==> src/hdl/sdram_cmd_pkg.sv <==
// Shared types and constants for the DDR/DDR2 command and burst logic.
// Assumes one memory-side clock; all users import the whole package.
package sdram_cmd_pkg;

  // Sizes of the address fields, bank counts, data width, write buffer depth and input sync stages.
  localparam int ROW_W = 14;
  localparam int COL_W = 10;
  localparam int BANK_W = 3;
  localparam int NBANK = 8;
  localparam int DDR_NBANK = 4;
  localparam int DQ_W = 8;
  localparam int FIFO_DEPTH = 8;
  localparam int SYNC_STAGES = 2;

  // Position of the auto-precharge bit in a column address.
  localparam int AP_BIT = 10;

  // Clock rate and the timing figures that follow from it.
  localparam int CLK_MHZ = 10;
  localparam int CLK_PERIOD_NS = 1000 / CLK_MHZ;
  localparam int T_RP_NS = 15;
  localparam int T_RCD_NS = 15;
  localparam int T_RP_CYC = (T_RP_NS + CLK_PERIOD_NS - 1) / CLK_PERIOD_NS;
  localparam int T_RCD_CYC = (T_RCD_NS + CLK_PERIOD_NS - 1) / CLK_PERIOD_NS;

  // Highest memory clock per mode, and the DDR per-pin rate.
  localparam int DDR_FMAX_MHZ = 200;
  localparam int DDR_MBPS_MAX = 400;
  localparam int DDR2_FMAX_MHZ = 533;

  // Burst length codes, legal latency limits and the termination-off code.
  localparam logic [1:0] BL_2 = 2'h0;
  localparam logic [1:0] BL_4 = 2'h1;
  localparam logic [1:0] BL_8 = 2'h2;
  localparam logic [2:0] DDR_CL_MIN = 3'h2;
  localparam logic [2:0] DDR_CL_MAX = 3'h3;
  localparam logic [2:0] DDR2_CL_MIN = 3'h2;
  localparam logic [2:0] DDR2_CL_MAX = 3'h5;
  localparam logic [1:0] ODT_OFF = 2'h0;

  // Command encodings as {ras_n, cas_n, we_n}.
  typedef struct packed {
    logic ras_n;
    logic cas_n;
    logic we_n;
  } mem_cmd_s;
  localparam mem_cmd_s CMD_NOP = 3'h7;
  localparam mem_cmd_s CMD_ACT = 3'h3;
  localparam mem_cmd_s CMD_RD = 3'h5;
  localparam mem_cmd_s CMD_WR = 3'h4;
  localparam mem_cmd_s CMD_PRE = 3'h2;

  // One user access request.
  typedef struct packed {
    logic wr;
    logic [BANK_W-1:0] bank;
    logic [ROW_W-1:0] row;
    logic [COL_W-1:0] col;
  } req_s;

  // Static configuration, held steady while traffic runs.
  typedef struct packed {
    logic ddr2;
    logic [1:0] bl;
    logic [2:0] cl;
    logic cl_half;
    logic diff_dqs;
    logic phy_lite;
    logic [1:0] odt_sel;
  } cfg_s;

endpackage : sdram_cmd_pkg
==> src/hdl/burst_fifo.sv <==
// Write data FIFO with valid/ready on both ends and a fill level.
// Assumes a single clock and an asynchronous active-high reset.
`timescale 1ns/100ps
module burst_fifo #(
  parameter int WIDTH = 16,
  parameter int DEPTH = 8
) (
  input wire logic core_clk,
  input wire logic rst,
  input wire logic in_valid,
  output logic in_ready,
  input wire logic [WIDTH-1:0] in_data,
  output logic out_valid,
  input wire logic out_ready,
  output logic [WIDTH-1:0] out_data,
  output logic [$clog2(DEPTH):0] level
);
  localparam int AW = $clog2(DEPTH);

  // Storage words; the head word is read straight from these flops.
  logic [WIDTH-1:0] mem_reg [DEPTH];
  logic [AW-1:0] wr_ptr_reg;
  logic [AW-1:0] rd_ptr_reg;
  logic [AW:0] count_reg;
  logic push;
  logic pop;

  assign in_ready = (count_reg != AW'(0) + (AW+1)'(DEPTH)) ? 1'b1 : 1'b0;
  assign out_valid = (count_reg != '0);
  assign push = in_valid && in_ready;
  assign pop = out_valid && out_ready;
  assign out_data = mem_reg[rd_ptr_reg];
  assign level = count_reg;

  // Data words are written without reset since only counted words are read.
  always_ff @(posedge core_clk)
  begin
    if (push)
    begin
      mem_reg[wr_ptr_reg] <= in_data;
    end
  end

  // Pointers wrap at DEPTH, which need not be a power of two.
  always_ff @(posedge core_clk or posedge rst)
  begin
    if (rst)
    begin
      wr_ptr_reg <= '0;
      rd_ptr_reg <= '0;
      count_reg <= '0;
    end
    else
    begin
      if (push)
      begin
        wr_ptr_reg <= (wr_ptr_reg == AW'(DEPTH - 1)) ? '0 : wr_ptr_reg + AW'(1);
      end
      if (pop)
      begin
        rd_ptr_reg <= (rd_ptr_reg == AW'(DEPTH - 1)) ? '0 : rd_ptr_reg + AW'(1);
      end
      count_reg <= count_reg + (AW+1)'(push) - (AW+1)'(pop);
    end
  end

endmodule : burst_fifo

==> src/hdl/sdram_cmd_ctrl.sv <==
// Command and burst engine for DDR or DDR2 SDRAM, one access at a time.
// Assumes the memory clock is core_clk; each cycle carries a rise/fall word pair.
// How it works
// - DDR moves two words per clock, 2n prefetch.
// - DDR bursts are 2, 4 or 8 beats.
// - DDR read latency is 2, 2.5 or 3.
// - One shared address bus for reads and writes.
// - Strobe and data bidirectional, strobe owns its group.
// - DDR2 prefetches four words, two transfers per clock.
// - DDR2 strobe single or differential; DDR single only.
// - DDR2 bursts are 4 or 8 beats.
// - DDR2 read latency 2 to 5, no halves.
// - Reads edge-aligned, writes center-aligned to strobe.
`timescale 1ns/100ps
module sdram_cmd_ctrl
  import sdram_cmd_pkg::*;
#(
  parameter int MEM_CLK_MHZ = CLK_MHZ
) (
  input wire logic core_clk,
  input wire logic rst,
  input wire cfg_s cfg,
  output logic cfg_err,
  input wire logic req_valid,
  output logic req_ready,
  input wire req_s req,
  input wire logic wr_valid,
  output logic wr_ready,
  input wire logic [2*DQ_W-1:0] wr_data,
  output logic [2*DQ_W-1:0] rd_data,
  output logic rd_valid,
  output logic strobe_err,
  output mem_cmd_s mem_cmd,
  output logic [BANK_W-1:0] mem_ba,
  output logic [ROW_W-1:0] mem_addr,
  output logic [2*DQ_W-1:0] dq_out,
  output logic dq_oe,
  input wire logic [2*DQ_W-1:0] dq_in,
  output logic [1:0] dqs_out,
  output logic [1:0] dqs_n_out,
  output logic dqs_oe,
  output logic dqs_n_oe,
  input wire logic [1:0] dqs_in,
  output logic [1:0] odt_sel
);

  typedef enum {S_IDLE, S_WAIT_RP, S_WAIT_RCD, S_DATA} state_e;

  // Clock cycles (word pairs) per burst for the configured length.
  function automatic logic [2:0] burst_pairs(input logic [1:0] bl);
    return (bl == BL_2) ? 3'h1 : (bl == BL_4) ? 3'h2 : 3'h4;
  endfunction : burst_pairs

  // Whole-clock read latency; a half setting is sampled one half later.
  function automatic logic [3:0] cas_whole(input cfg_s c);
    return {1'b0, c.cl} + {3'h0, c.cl_half & ~c.ddr2};
  endfunction : cas_whole

  state_e state_reg;
  req_s req_reg; // Request in service.
  logic [ROW_W-1:0] open_row_reg [NBANK]; // Open row per bank.
  logic [NBANK-1:0] open_vld_reg; // Bank holds an open row.
  logic [1:0] timer_reg; // Wait between row commands.
  logic [3:0] lat_reg; // Cycles left before the data phase.
  logic [2:0] beat_reg; // Word pairs left in the burst.
  logic [2*DQ_W-1:0] dq_sync1_reg;
  logic [2*DQ_W-1:0] dq_sync2_reg;
  logic [1:0] dqs_sync1_reg;
  logic [1:0] dqs_sync2_reg;
  logic [2*DQ_W-1:0] fifo_data;
  logic [$clog2(FIFO_DEPTH):0] fifo_level;
  logic fifo_valid;
  logic hit;
  logic beat;
  logic wr_beat;
  logic rd_beat;
  logic accept;
  logic act_clash;

  // Write data waits here so a burst never runs dry once started.
  burst_fifo #(.WIDTH(2 * DQ_W), .DEPTH(FIFO_DEPTH)) wr_fifo (
    .core_clk(core_clk),
    .rst(rst),
    .in_valid(wr_valid),
    .in_ready(wr_ready),
    .in_data(wr_data),
    .out_valid(fifo_valid),
    .out_ready(wr_beat),
    .out_data(fifo_data),
    .level(fifo_level)
  );

  // Illegal settings block all new requests until corrected.
  always_comb
  begin
    cfg_err = 1'b0;
    if (!cfg.ddr2)
    begin
      if (cfg.bl == 2'h3) cfg_err = 1'b1;
      if (cfg.cl < DDR_CL_MIN || cfg.cl > DDR_CL_MAX) cfg_err = 1'b1;
      if (cfg.cl == DDR_CL_MAX && cfg.cl_half) cfg_err = 1'b1;
      if (MEM_CLK_MHZ > DDR_FMAX_MHZ || 2 * MEM_CLK_MHZ > DDR_MBPS_MAX) cfg_err = 1'b1;
    end
    else
    begin
      if (cfg.bl != BL_4 && cfg.bl != BL_8) cfg_err = 1'b1;
      if (cfg.cl < DDR2_CL_MIN || cfg.cl > DDR2_CL_MAX || cfg.cl_half) cfg_err = 1'b1;
      if (MEM_CLK_MHZ > DDR2_FMAX_MHZ) cfg_err = 1'b1;
    end
    if (cfg.phy_lite && cfg.bl == BL_8) cfg_err = 1'b1;
  end

  // A request is taken only when idle, legal, and, for a write, fully buffered.
  assign hit = open_vld_reg[req.bank] && (open_row_reg[req.bank] == req.row);
  assign req_ready = (state_reg == S_IDLE) && !cfg_err &&
                     (cfg.ddr2 || req.bank < BANK_W'(DDR_NBANK)) &&
                     (!req.wr || fifo_level >= {1'b0, burst_pairs(cfg.bl)});
  assign accept = req_valid && req_ready;
  assign beat = (state_reg == S_DATA) && (lat_reg == 4'h0);
  assign wr_beat = beat && req_reg.wr;
  assign rd_beat = beat && !req_reg.wr;

  // Pin inputs cross two flops before any logic looks at them.
  always_ff @(posedge core_clk or posedge rst)
  begin
    if (rst)
    begin
      dq_sync1_reg <= '0;
      dq_sync2_reg <= '0;
      dqs_sync1_reg <= '0;
      dqs_sync2_reg <= '0;
    end
    else
    begin
      dq_sync1_reg <= dq_in;
      dq_sync2_reg <= dq_sync1_reg;
      dqs_sync1_reg <= dqs_in;
      dqs_sync2_reg <= dqs_sync1_reg;
    end
  end

  // Sequencer: only one access in flight, so banks are never interleaved
  // and no additive latency is ever applied to a column command.
  always_ff @(posedge core_clk or posedge rst)
  begin
    if (rst)
    begin
      state_reg <= S_IDLE;
      req_reg <= '0;
      timer_reg <= '0;
      lat_reg <= '0;
      beat_reg <= '0;
    end
    else
    begin
      unique case (state_reg)
        S_IDLE:
        begin
          if (accept)
          begin
            req_reg <= req;
            beat_reg <= burst_pairs(cfg.bl);
            if (hit)
            begin
              state_reg <= S_DATA;
              lat_reg <= req.wr ? (cfg.ddr2 ? cas_whole(cfg) - 4'h2 : 4'h0)
                                : cas_whole(cfg) + 4'(SYNC_STAGES);
            end
            else if (open_vld_reg[req.bank])
            begin
              state_reg <= S_WAIT_RP;
              timer_reg <= 2'(T_RP_CYC - 1);
            end
            else
            begin
              state_reg <= S_WAIT_RCD;
              timer_reg <= 2'(T_RCD_CYC - 1);
            end
          end
        end
        S_WAIT_RP:
        begin
          // The bank closes, then the wanted row opens.
          if (timer_reg == 2'h0)
          begin
            state_reg <= S_WAIT_RCD;
            timer_reg <= 2'(T_RCD_CYC - 1);
          end
          else timer_reg <= timer_reg - 2'h1;
        end
        S_WAIT_RCD:
        begin
          if (timer_reg == 2'h0)
          begin
            state_reg <= S_DATA;
            lat_reg <= req_reg.wr ? (cfg.ddr2 ? cas_whole(cfg) - 4'h2 : 4'h0)
                                  : cas_whole(cfg) + 4'(SYNC_STAGES);
          end
          else timer_reg <= timer_reg - 2'h1;
        end
        S_DATA:
        begin
          if (lat_reg != 4'h0) lat_reg <= lat_reg - 4'h1;
          else if (beat_reg == 3'h1) state_reg <= S_IDLE;
          else beat_reg <= beat_reg - 3'h1;
        end
      endcase
    end
  end

  // Open-row table: one open row per bank at most.
  always_ff @(posedge core_clk or posedge rst)
  begin
    if (rst)
    begin
      open_vld_reg <= '0;
      for (int i = 0; i < NBANK; i++) open_row_reg[i] <= '0;
    end
    else if (state_reg == S_IDLE && accept && !hit && !open_vld_reg[req.bank])
    begin
      // A closed bank opens with the row of the request just taken.
      open_vld_reg[req.bank] <= 1'b1;
      open_row_reg[req.bank] <= req.row;
    end
    else if (state_reg == S_WAIT_RP && timer_reg == 2'h0)
    begin
      // Only the bank of the access in service is touched, never one left
      // over in the request register from an earlier access or from reset.
      open_vld_reg[req_reg.bank] <= 1'b1;
      open_row_reg[req_reg.bank] <= req_reg.row;
    end
  end

  // Command pins: one shared bank/address bus for every command kind.
  always_ff @(posedge core_clk or posedge rst)
  begin
    if (rst)
    begin
      mem_cmd <= CMD_NOP;
      mem_ba <= '0;
      mem_addr <= '0;
    end
    else
    begin
      mem_cmd <= CMD_NOP;
      if (accept && hit)
      begin
        mem_cmd <= req.wr ? CMD_WR : CMD_RD;
        mem_ba <= req.bank;
        mem_addr <= ROW_W'(req.col) & ~(ROW_W'(1) << AP_BIT);
      end
      else if (accept)
      begin
        mem_cmd <= open_vld_reg[req.bank] ? CMD_PRE : CMD_ACT;
        mem_ba <= req.bank;
        mem_addr <= open_vld_reg[req.bank] ? '0 : req.row;
      end
      else if (state_reg == S_WAIT_RP && timer_reg == 2'h0)
      begin
        mem_cmd <= CMD_ACT;
        mem_addr <= req_reg.row;
      end
      else if (state_reg == S_WAIT_RCD && timer_reg == 2'h0)
      begin
        mem_cmd <= req_reg.wr ? CMD_WR : CMD_RD;
        mem_addr <= ROW_W'(req_reg.col) & ~(ROW_W'(1) << AP_BIT);
      end
    end
  end

  // Write side: a rise/fall word pair per clock, strobe high then low so
  // each strobe edge sits mid-bit of the quarter-shifted data.
  always_ff @(posedge core_clk or posedge rst)
  begin
    if (rst)
    begin
      dq_out <= '0;
      dq_oe <= 1'b0;
      dqs_out <= 2'h0;
      dqs_oe <= 1'b0;
      dqs_n_oe <= 1'b0;
    end
    else
    begin
      dq_oe <= wr_beat;
      dqs_oe <= wr_beat;
      dqs_n_oe <= wr_beat && cfg.ddr2 && cfg.diff_dqs;
      dqs_out <= wr_beat ? 2'h2 : 2'h0;
      if (wr_beat && fifo_valid) dq_out <= fifo_data;
    end
  end
  assign dqs_n_out = ~dqs_out;

  // Read side: capture a pair per clock; a missing strobe pattern is flagged.
  always_ff @(posedge core_clk or posedge rst)
  begin
    if (rst)
    begin
      rd_data <= '0;
      rd_valid <= 1'b0;
      strobe_err <= 1'b0;
      odt_sel <= ODT_OFF;
    end
    else
    begin
      rd_valid <= rd_beat && (dqs_sync2_reg == 2'h2);
      if (rd_beat) rd_data <= dq_sync2_reg;
      if (rd_beat && dqs_sync2_reg != 2'h2) strobe_err <= 1'b1;
      odt_sel <= cfg.ddr2 ? cfg.odt_sel : ODT_OFF;
    end
  end

  property p_lite_no_bl8;
    @(posedge core_clk) disable iff (rst) (cfg.phy_lite && cfg.bl == BL_8) |-> !req_ready;
  endproperty
  a_lite_no_bl8: assert property (p_lite_no_bl8) else $error("eight-beat burst in lite mode");

  property p_ddr_single_strobe;
    @(posedge core_clk) disable iff (rst) !cfg.ddr2 |-> !dqs_n_oe;
  endproperty
  a_ddr_single_strobe: assert property (p_ddr_single_strobe) else $error("ddr diff strobe");

  property p_ddr_wl;
    @(posedge core_clk) disable iff (rst) (mem_cmd == CMD_WR && !cfg.ddr2) |-> ##1 dq_oe;
  endproperty
  a_ddr_wl: assert property (p_ddr_wl) else $error("ddr write latency not one");

  property p_ddr2_wl;
    @(posedge core_clk) disable iff (rst)
      (mem_cmd == CMD_WR && cfg.ddr2 && cfg.cl == 3'h3) |-> !dq_oe ##1 !dq_oe ##1 dq_oe;
  endproperty
  a_ddr2_wl: assert property (p_ddr2_wl) else $error("ddr2 write latency wrong");

  property p_burst4;
    @(posedge core_clk) disable iff (rst)
      ($rose(dq_oe) && cfg.bl == BL_4) |-> ##1 dq_oe ##1 !dq_oe;
  endproperty
  a_burst4: assert property (p_burst4) else $error("four-beat burst length wrong");

  property p_rd_cl3;
    @(posedge core_clk) disable iff (rst)
      (mem_cmd == CMD_RD && cfg.cl == 3'h3 && !cfg.cl_half) |-> !rd_beat [*5] ##1 rd_beat;
  endproperty
  a_rd_cl3: assert property (p_rd_cl3) else $error("read capture time wrong");

  property p_pre_then_act;
    @(posedge core_clk) disable iff (rst) (mem_cmd == CMD_PRE) |-> ##[1:4] (mem_cmd == CMD_ACT);
  endproperty
  a_pre_then_act: assert property (p_pre_then_act) else $error("no activate after precharge");

  property p_act_closed_bank;
    @(posedge core_clk) disable iff (rst)
      (mem_cmd == CMD_ACT) |-> $past(mem_cmd) != CMD_RD && $past(mem_cmd) != CMD_WR;
  endproperty
  a_act_closed_bank: assert property (p_act_closed_bank) else $error("activate on busy bank");

  property p_strobe_with_data;
    @(posedge core_clk) disable iff (rst) dq_oe == dqs_oe;
  endproperty
  a_strobe_with_data: assert property (p_strobe_with_data) else $error("strobe off its data");

  c_write: cover property (@(posedge core_clk) disable iff (rst) $rose(dq_oe));
  c_read: cover property (@(posedge core_clk) disable iff (rst) rd_valid);
  c_miss: cover property (@(posedge core_clk) disable iff (rst) mem_cmd == CMD_PRE);

endmodule : sdram_cmd_ctrl

==> config.mk <==
export PLATFORM = sky130hd
export DESIGN_NAME = sdram_cmd_ctrl
export DESIGN_NICKNAME = d
export VERILOG_FILES = /design/src/hdl/sdram_cmd_pkg.sv /design/src/hdl/burst_fifo.sv /design/src/hdl/sdram_cmd_ctrl.sv
export SDC_FILE = /design/constraint.sdc
export NUM_CORES = 1
export LEC_CHECK = 0
export ABC_CLOCK_PERIOD_IN_PS = 7820
export BUFFER_PORTS_ARGS = -buffer_cell sky130_fd_sc_hd__buf_4
export CORE_MARGIN = 5
export CORE_UTILIZATION = 54
export CTS_BUF_LIST = sky130_fd_sc_hd__clkbuf_16
export DETAILED_ROUTE_END_ITERATION = 12
export PLACE_DENSITY_LB_ADDON = 0.08
export SYNTH_ARGS = -nofsm -noshare
export SYNTH_HDL_FRONTEND = slang
export SYNTH_SLANG_ARGS = --single-unit
==> constraint.sdc <==
create_clock -name core_clk -period 7.82 [get_ports core_clk]
set_input_delay 1.173 -clock core_clk [delete_from_list [all_inputs] [get_ports core_clk]]
set_output_delay 1.173 -clock core_clk [all_outputs]
set_load 0.02 [all_outputs]
==> impl_metrics.json <==
{
  "status": "finished clean",
  "worstHoldPathType": "register to register",
  "finalHoldViolCount": 0,
  "p_comb_share_pct": 28.0,
  "finalSetupViolCount": 0,
  "fin_worst_skew_ns": 0.0111,
  "cts_root_buffer": "clkbuf_16",
  "period_needed_ns": 4.68,
  "clkTransAtPathRegs_ns": 0.05,
  "finalPower_mw": 6.78,
  "nets": 1656,
  "ys.warnings.count": 0,
  "rows": 66,
  "grt_pass1_vias": 12200,
  "grt_max_degree": 133,
  "pre_cts_ws_ns": 2.71,
  "ys_seq_area_share_pct": 59.6,
  "powerDensity_nw_per_um2": 336,
  "tightestPinTransition_ns": 1.05,
  "routabilityCongestion": 0.876,
  "post_cts_resized": 0,
  "timing.fmax_mhz": 214,
  "avgSynthCellArea_sq_um": 12.2,
  "reg2reg_depth": 9,
  "insertion_delay_ns": 0.54,
  "relSlewSlack_pct": 29.7,
  "seqPwrFrac_pct": 45.7,
  "required_ns": 8.23,
  "synth_cells": 1437,
  "ys_ff_latch": 391,
  "ys.flop_type": "dfrtp_1",
  "rsz0062_at_grt": "no",
  "p_int_mw": 4.52,
  "dp_hpwl_um": 28700,
  "final_cell_mix": "nand2_1, dfrtp_1, buf_4",
  "async_reset_ff_share_pct": 67.3,
  "end_kind": "register",
  "die_w_um": 190,
  "dp_cells": 1943,
  "io_pins": 143,
  "grt_util_all_layers_pct": 25.0,
  "die_h_um": 190,
  "portBuffers": 140,
  "netlist_area_sq_um": 17500,
  "synth_cell_type_count": 69,
  "yosys.area.top_type": "dfrtp_1",
  "dr_total_vias": 11900,
  "fill_cells": 2579,
  "multiInputGateArea_sq_um": 6440,
  "postRouteAntennaNets": 0,
  "holdWs_ns": 0.348,
  "ys_top_cells_by_area": "dfrtp_1, edfxtp_1, nand2_1",
  "first_pass_iters": 5,
  "peakVddDrop_mv": 0.247,
  "area_growth_pct": 15.3,
  "htree_levels": 2,
  "largest_reg_flops": 128,
  "drive_gt1_share_pct": 21.2,
  "start_util_pct": 54.2,
  "cts_buffers": 41,
  "clkPwrFrac_pct": 26.2,
  "final_critical_path_setup_slack_ns": 3.14,
  "power_switching_mw": 2.26,
  "yosysTopAreaCellShare_pct": 37.2,
  "overflow": 0,
  "crit_arrival_ns": 5.08,
  "fin_crit_sh_pct": 59.8,
  "fin_cells": 2019,
  "wl_per_cell_um": 22.1,
  "crit_fanout": 46,
  "ctsHoldBuffers": 0,
  "synth-edff-count": 128,
  "syn_nets": 1549,
  "dieArea_sq_um": 36100,
  "wl_um": 44600,
  "cellLeakagePower_nw": 9.27,
  "clock_path_buffers": 3,
  "setup.worst_path.class": "input port to register",
  "register_area_sq_um": 10400,
  "viasPerCell": 5.90,
  "maxCapViolations": 0,
  "tritoncts": "built",
  "hold_path_depth": 0,
  "post_cts_buffers": 0,
  "num_antenna_cells": 0,
  "setup-tns-final_ns": 0,
  "core_sq_um": 32300,
  "grt_pass1_wl_um": 70700,
  "p_sw_share_pct": 33.3,
  "clkSinkCount": 391,
  "antenna_found_initial": 0,
  "setup.worst_path.start_class": "input port",
  "slew_violations": 0,
  "mostFrequentLayoutCell": "nand2_1",
  "drc": 0,
  "drt_iter0_drc": 945
}
## power groups by stage
| stage | Sequential (mW) | Combinational, mW | Clock (mW) |
|---|---|---|---|
| floorplan | 3.06 | 1.28 | 0 |
| global placement | 3.12 | 1.87 | 0 |
| detailed placement | 3.13 | 1.91 | 0 |
| CTS | 3.10 | 1.92 | 1.82 |
| global route | 3.17 | 2.11 | 1.91 |
| finish | 3.10 | 1.90 | 1.78 |
## area by class of cell
class,count,area share [%]
inverters,52,0.987
multi-input cells,886,32.0
repair buffers,172,6.47
well taps,442,2.74
flip-flops and latches,391,51.7
clock buffers,41,5.09
clock inverters,35,1.02
## path summary, 6_finish.rpt
path,slack [ns],end,from
max,3.14,open_row_reg[111],cfg[9]
min,0.35,dq_sync2_reg[1],dq_sync1_reg[1]
max reg2reg,3.74,open_row_reg[111],state_reg[0]
min reg2reg,0.35,dq_sync2_reg[1],dq_sync1_reg[1]
max in group asynchronous,5.38,open_row_reg[83],rst
min in group asynchronous,0.80,open_row_reg[52],rst
## per-stage QoR
stage / util, % / cell area (sq um)
CTS: 62.4 / 20200
finish: 62.4 / 20200
floorplan: - / 17500
detailed placement: 58.6 / 18900
global route: 62.4 / 20200
global placement: 58.6 / 18900
## cells by family after synthesis
family	count (synthesis)	share of synthesized area [%]
flops	391	59.6
simple gates	385	9.76
compound gates	314	12.3
buf+inv	160	3.88
mux	135	11.1
fa+ha+maj	35	2.55
xor+xnor	15	0.751
other cells	2	0.0429
## metal layers
metal	wire [um]	up-vias	GRT usage [%]	share of wire (%)
met2	21900	413	41.4	49
met3	3230	81	4.42	7.2
met1	18300	6052	34.3	41
li1	-	5370	-	-
met4	1200	0	7.54	2.7
met5	0	-	0	0
## Yosys cell counts (3+ instances only)
master      n
a21oi_1    44
nand2b_1   11
xor2_1      6
inv_1      51
and3_1      7
buf_1      11
clkbuf_1   71
nor4_2      4
nor3_1     14
buf_2      14
a22oi_1    67
o22ai_1     4
nor4_1      4
nand3_1     8
dfstp_2     3
or3_1       7
mux4_2     41
nor2_1     36
buf_4       8
and2_1      6
o21ai_0    76
a22o_1     47
a21o_1     46
mux2_2     36
mux2i_1    55
buf_6       4
a221oi_1    4
dfrtp_1   260
ha_1       34
xnor2_1     9
nor2b_1     9
nand2_1   263
edfxtp_1  128
## worst max-delay path, cell delays in order
cell and delay, ns:
buf_4 0.12, inv_1 0.11, ha_1 0.18, inv_1 0.05, ha_1 0.26, o21ai_0 0.08
o211a_1 0.22, a211oi_2 0.46, nand2_2 0.62, nor3_2 1.04, nor2_1 0.50, nand2_1 0.17
nand2_1 0.08
(Power assumes the default switching activity.)
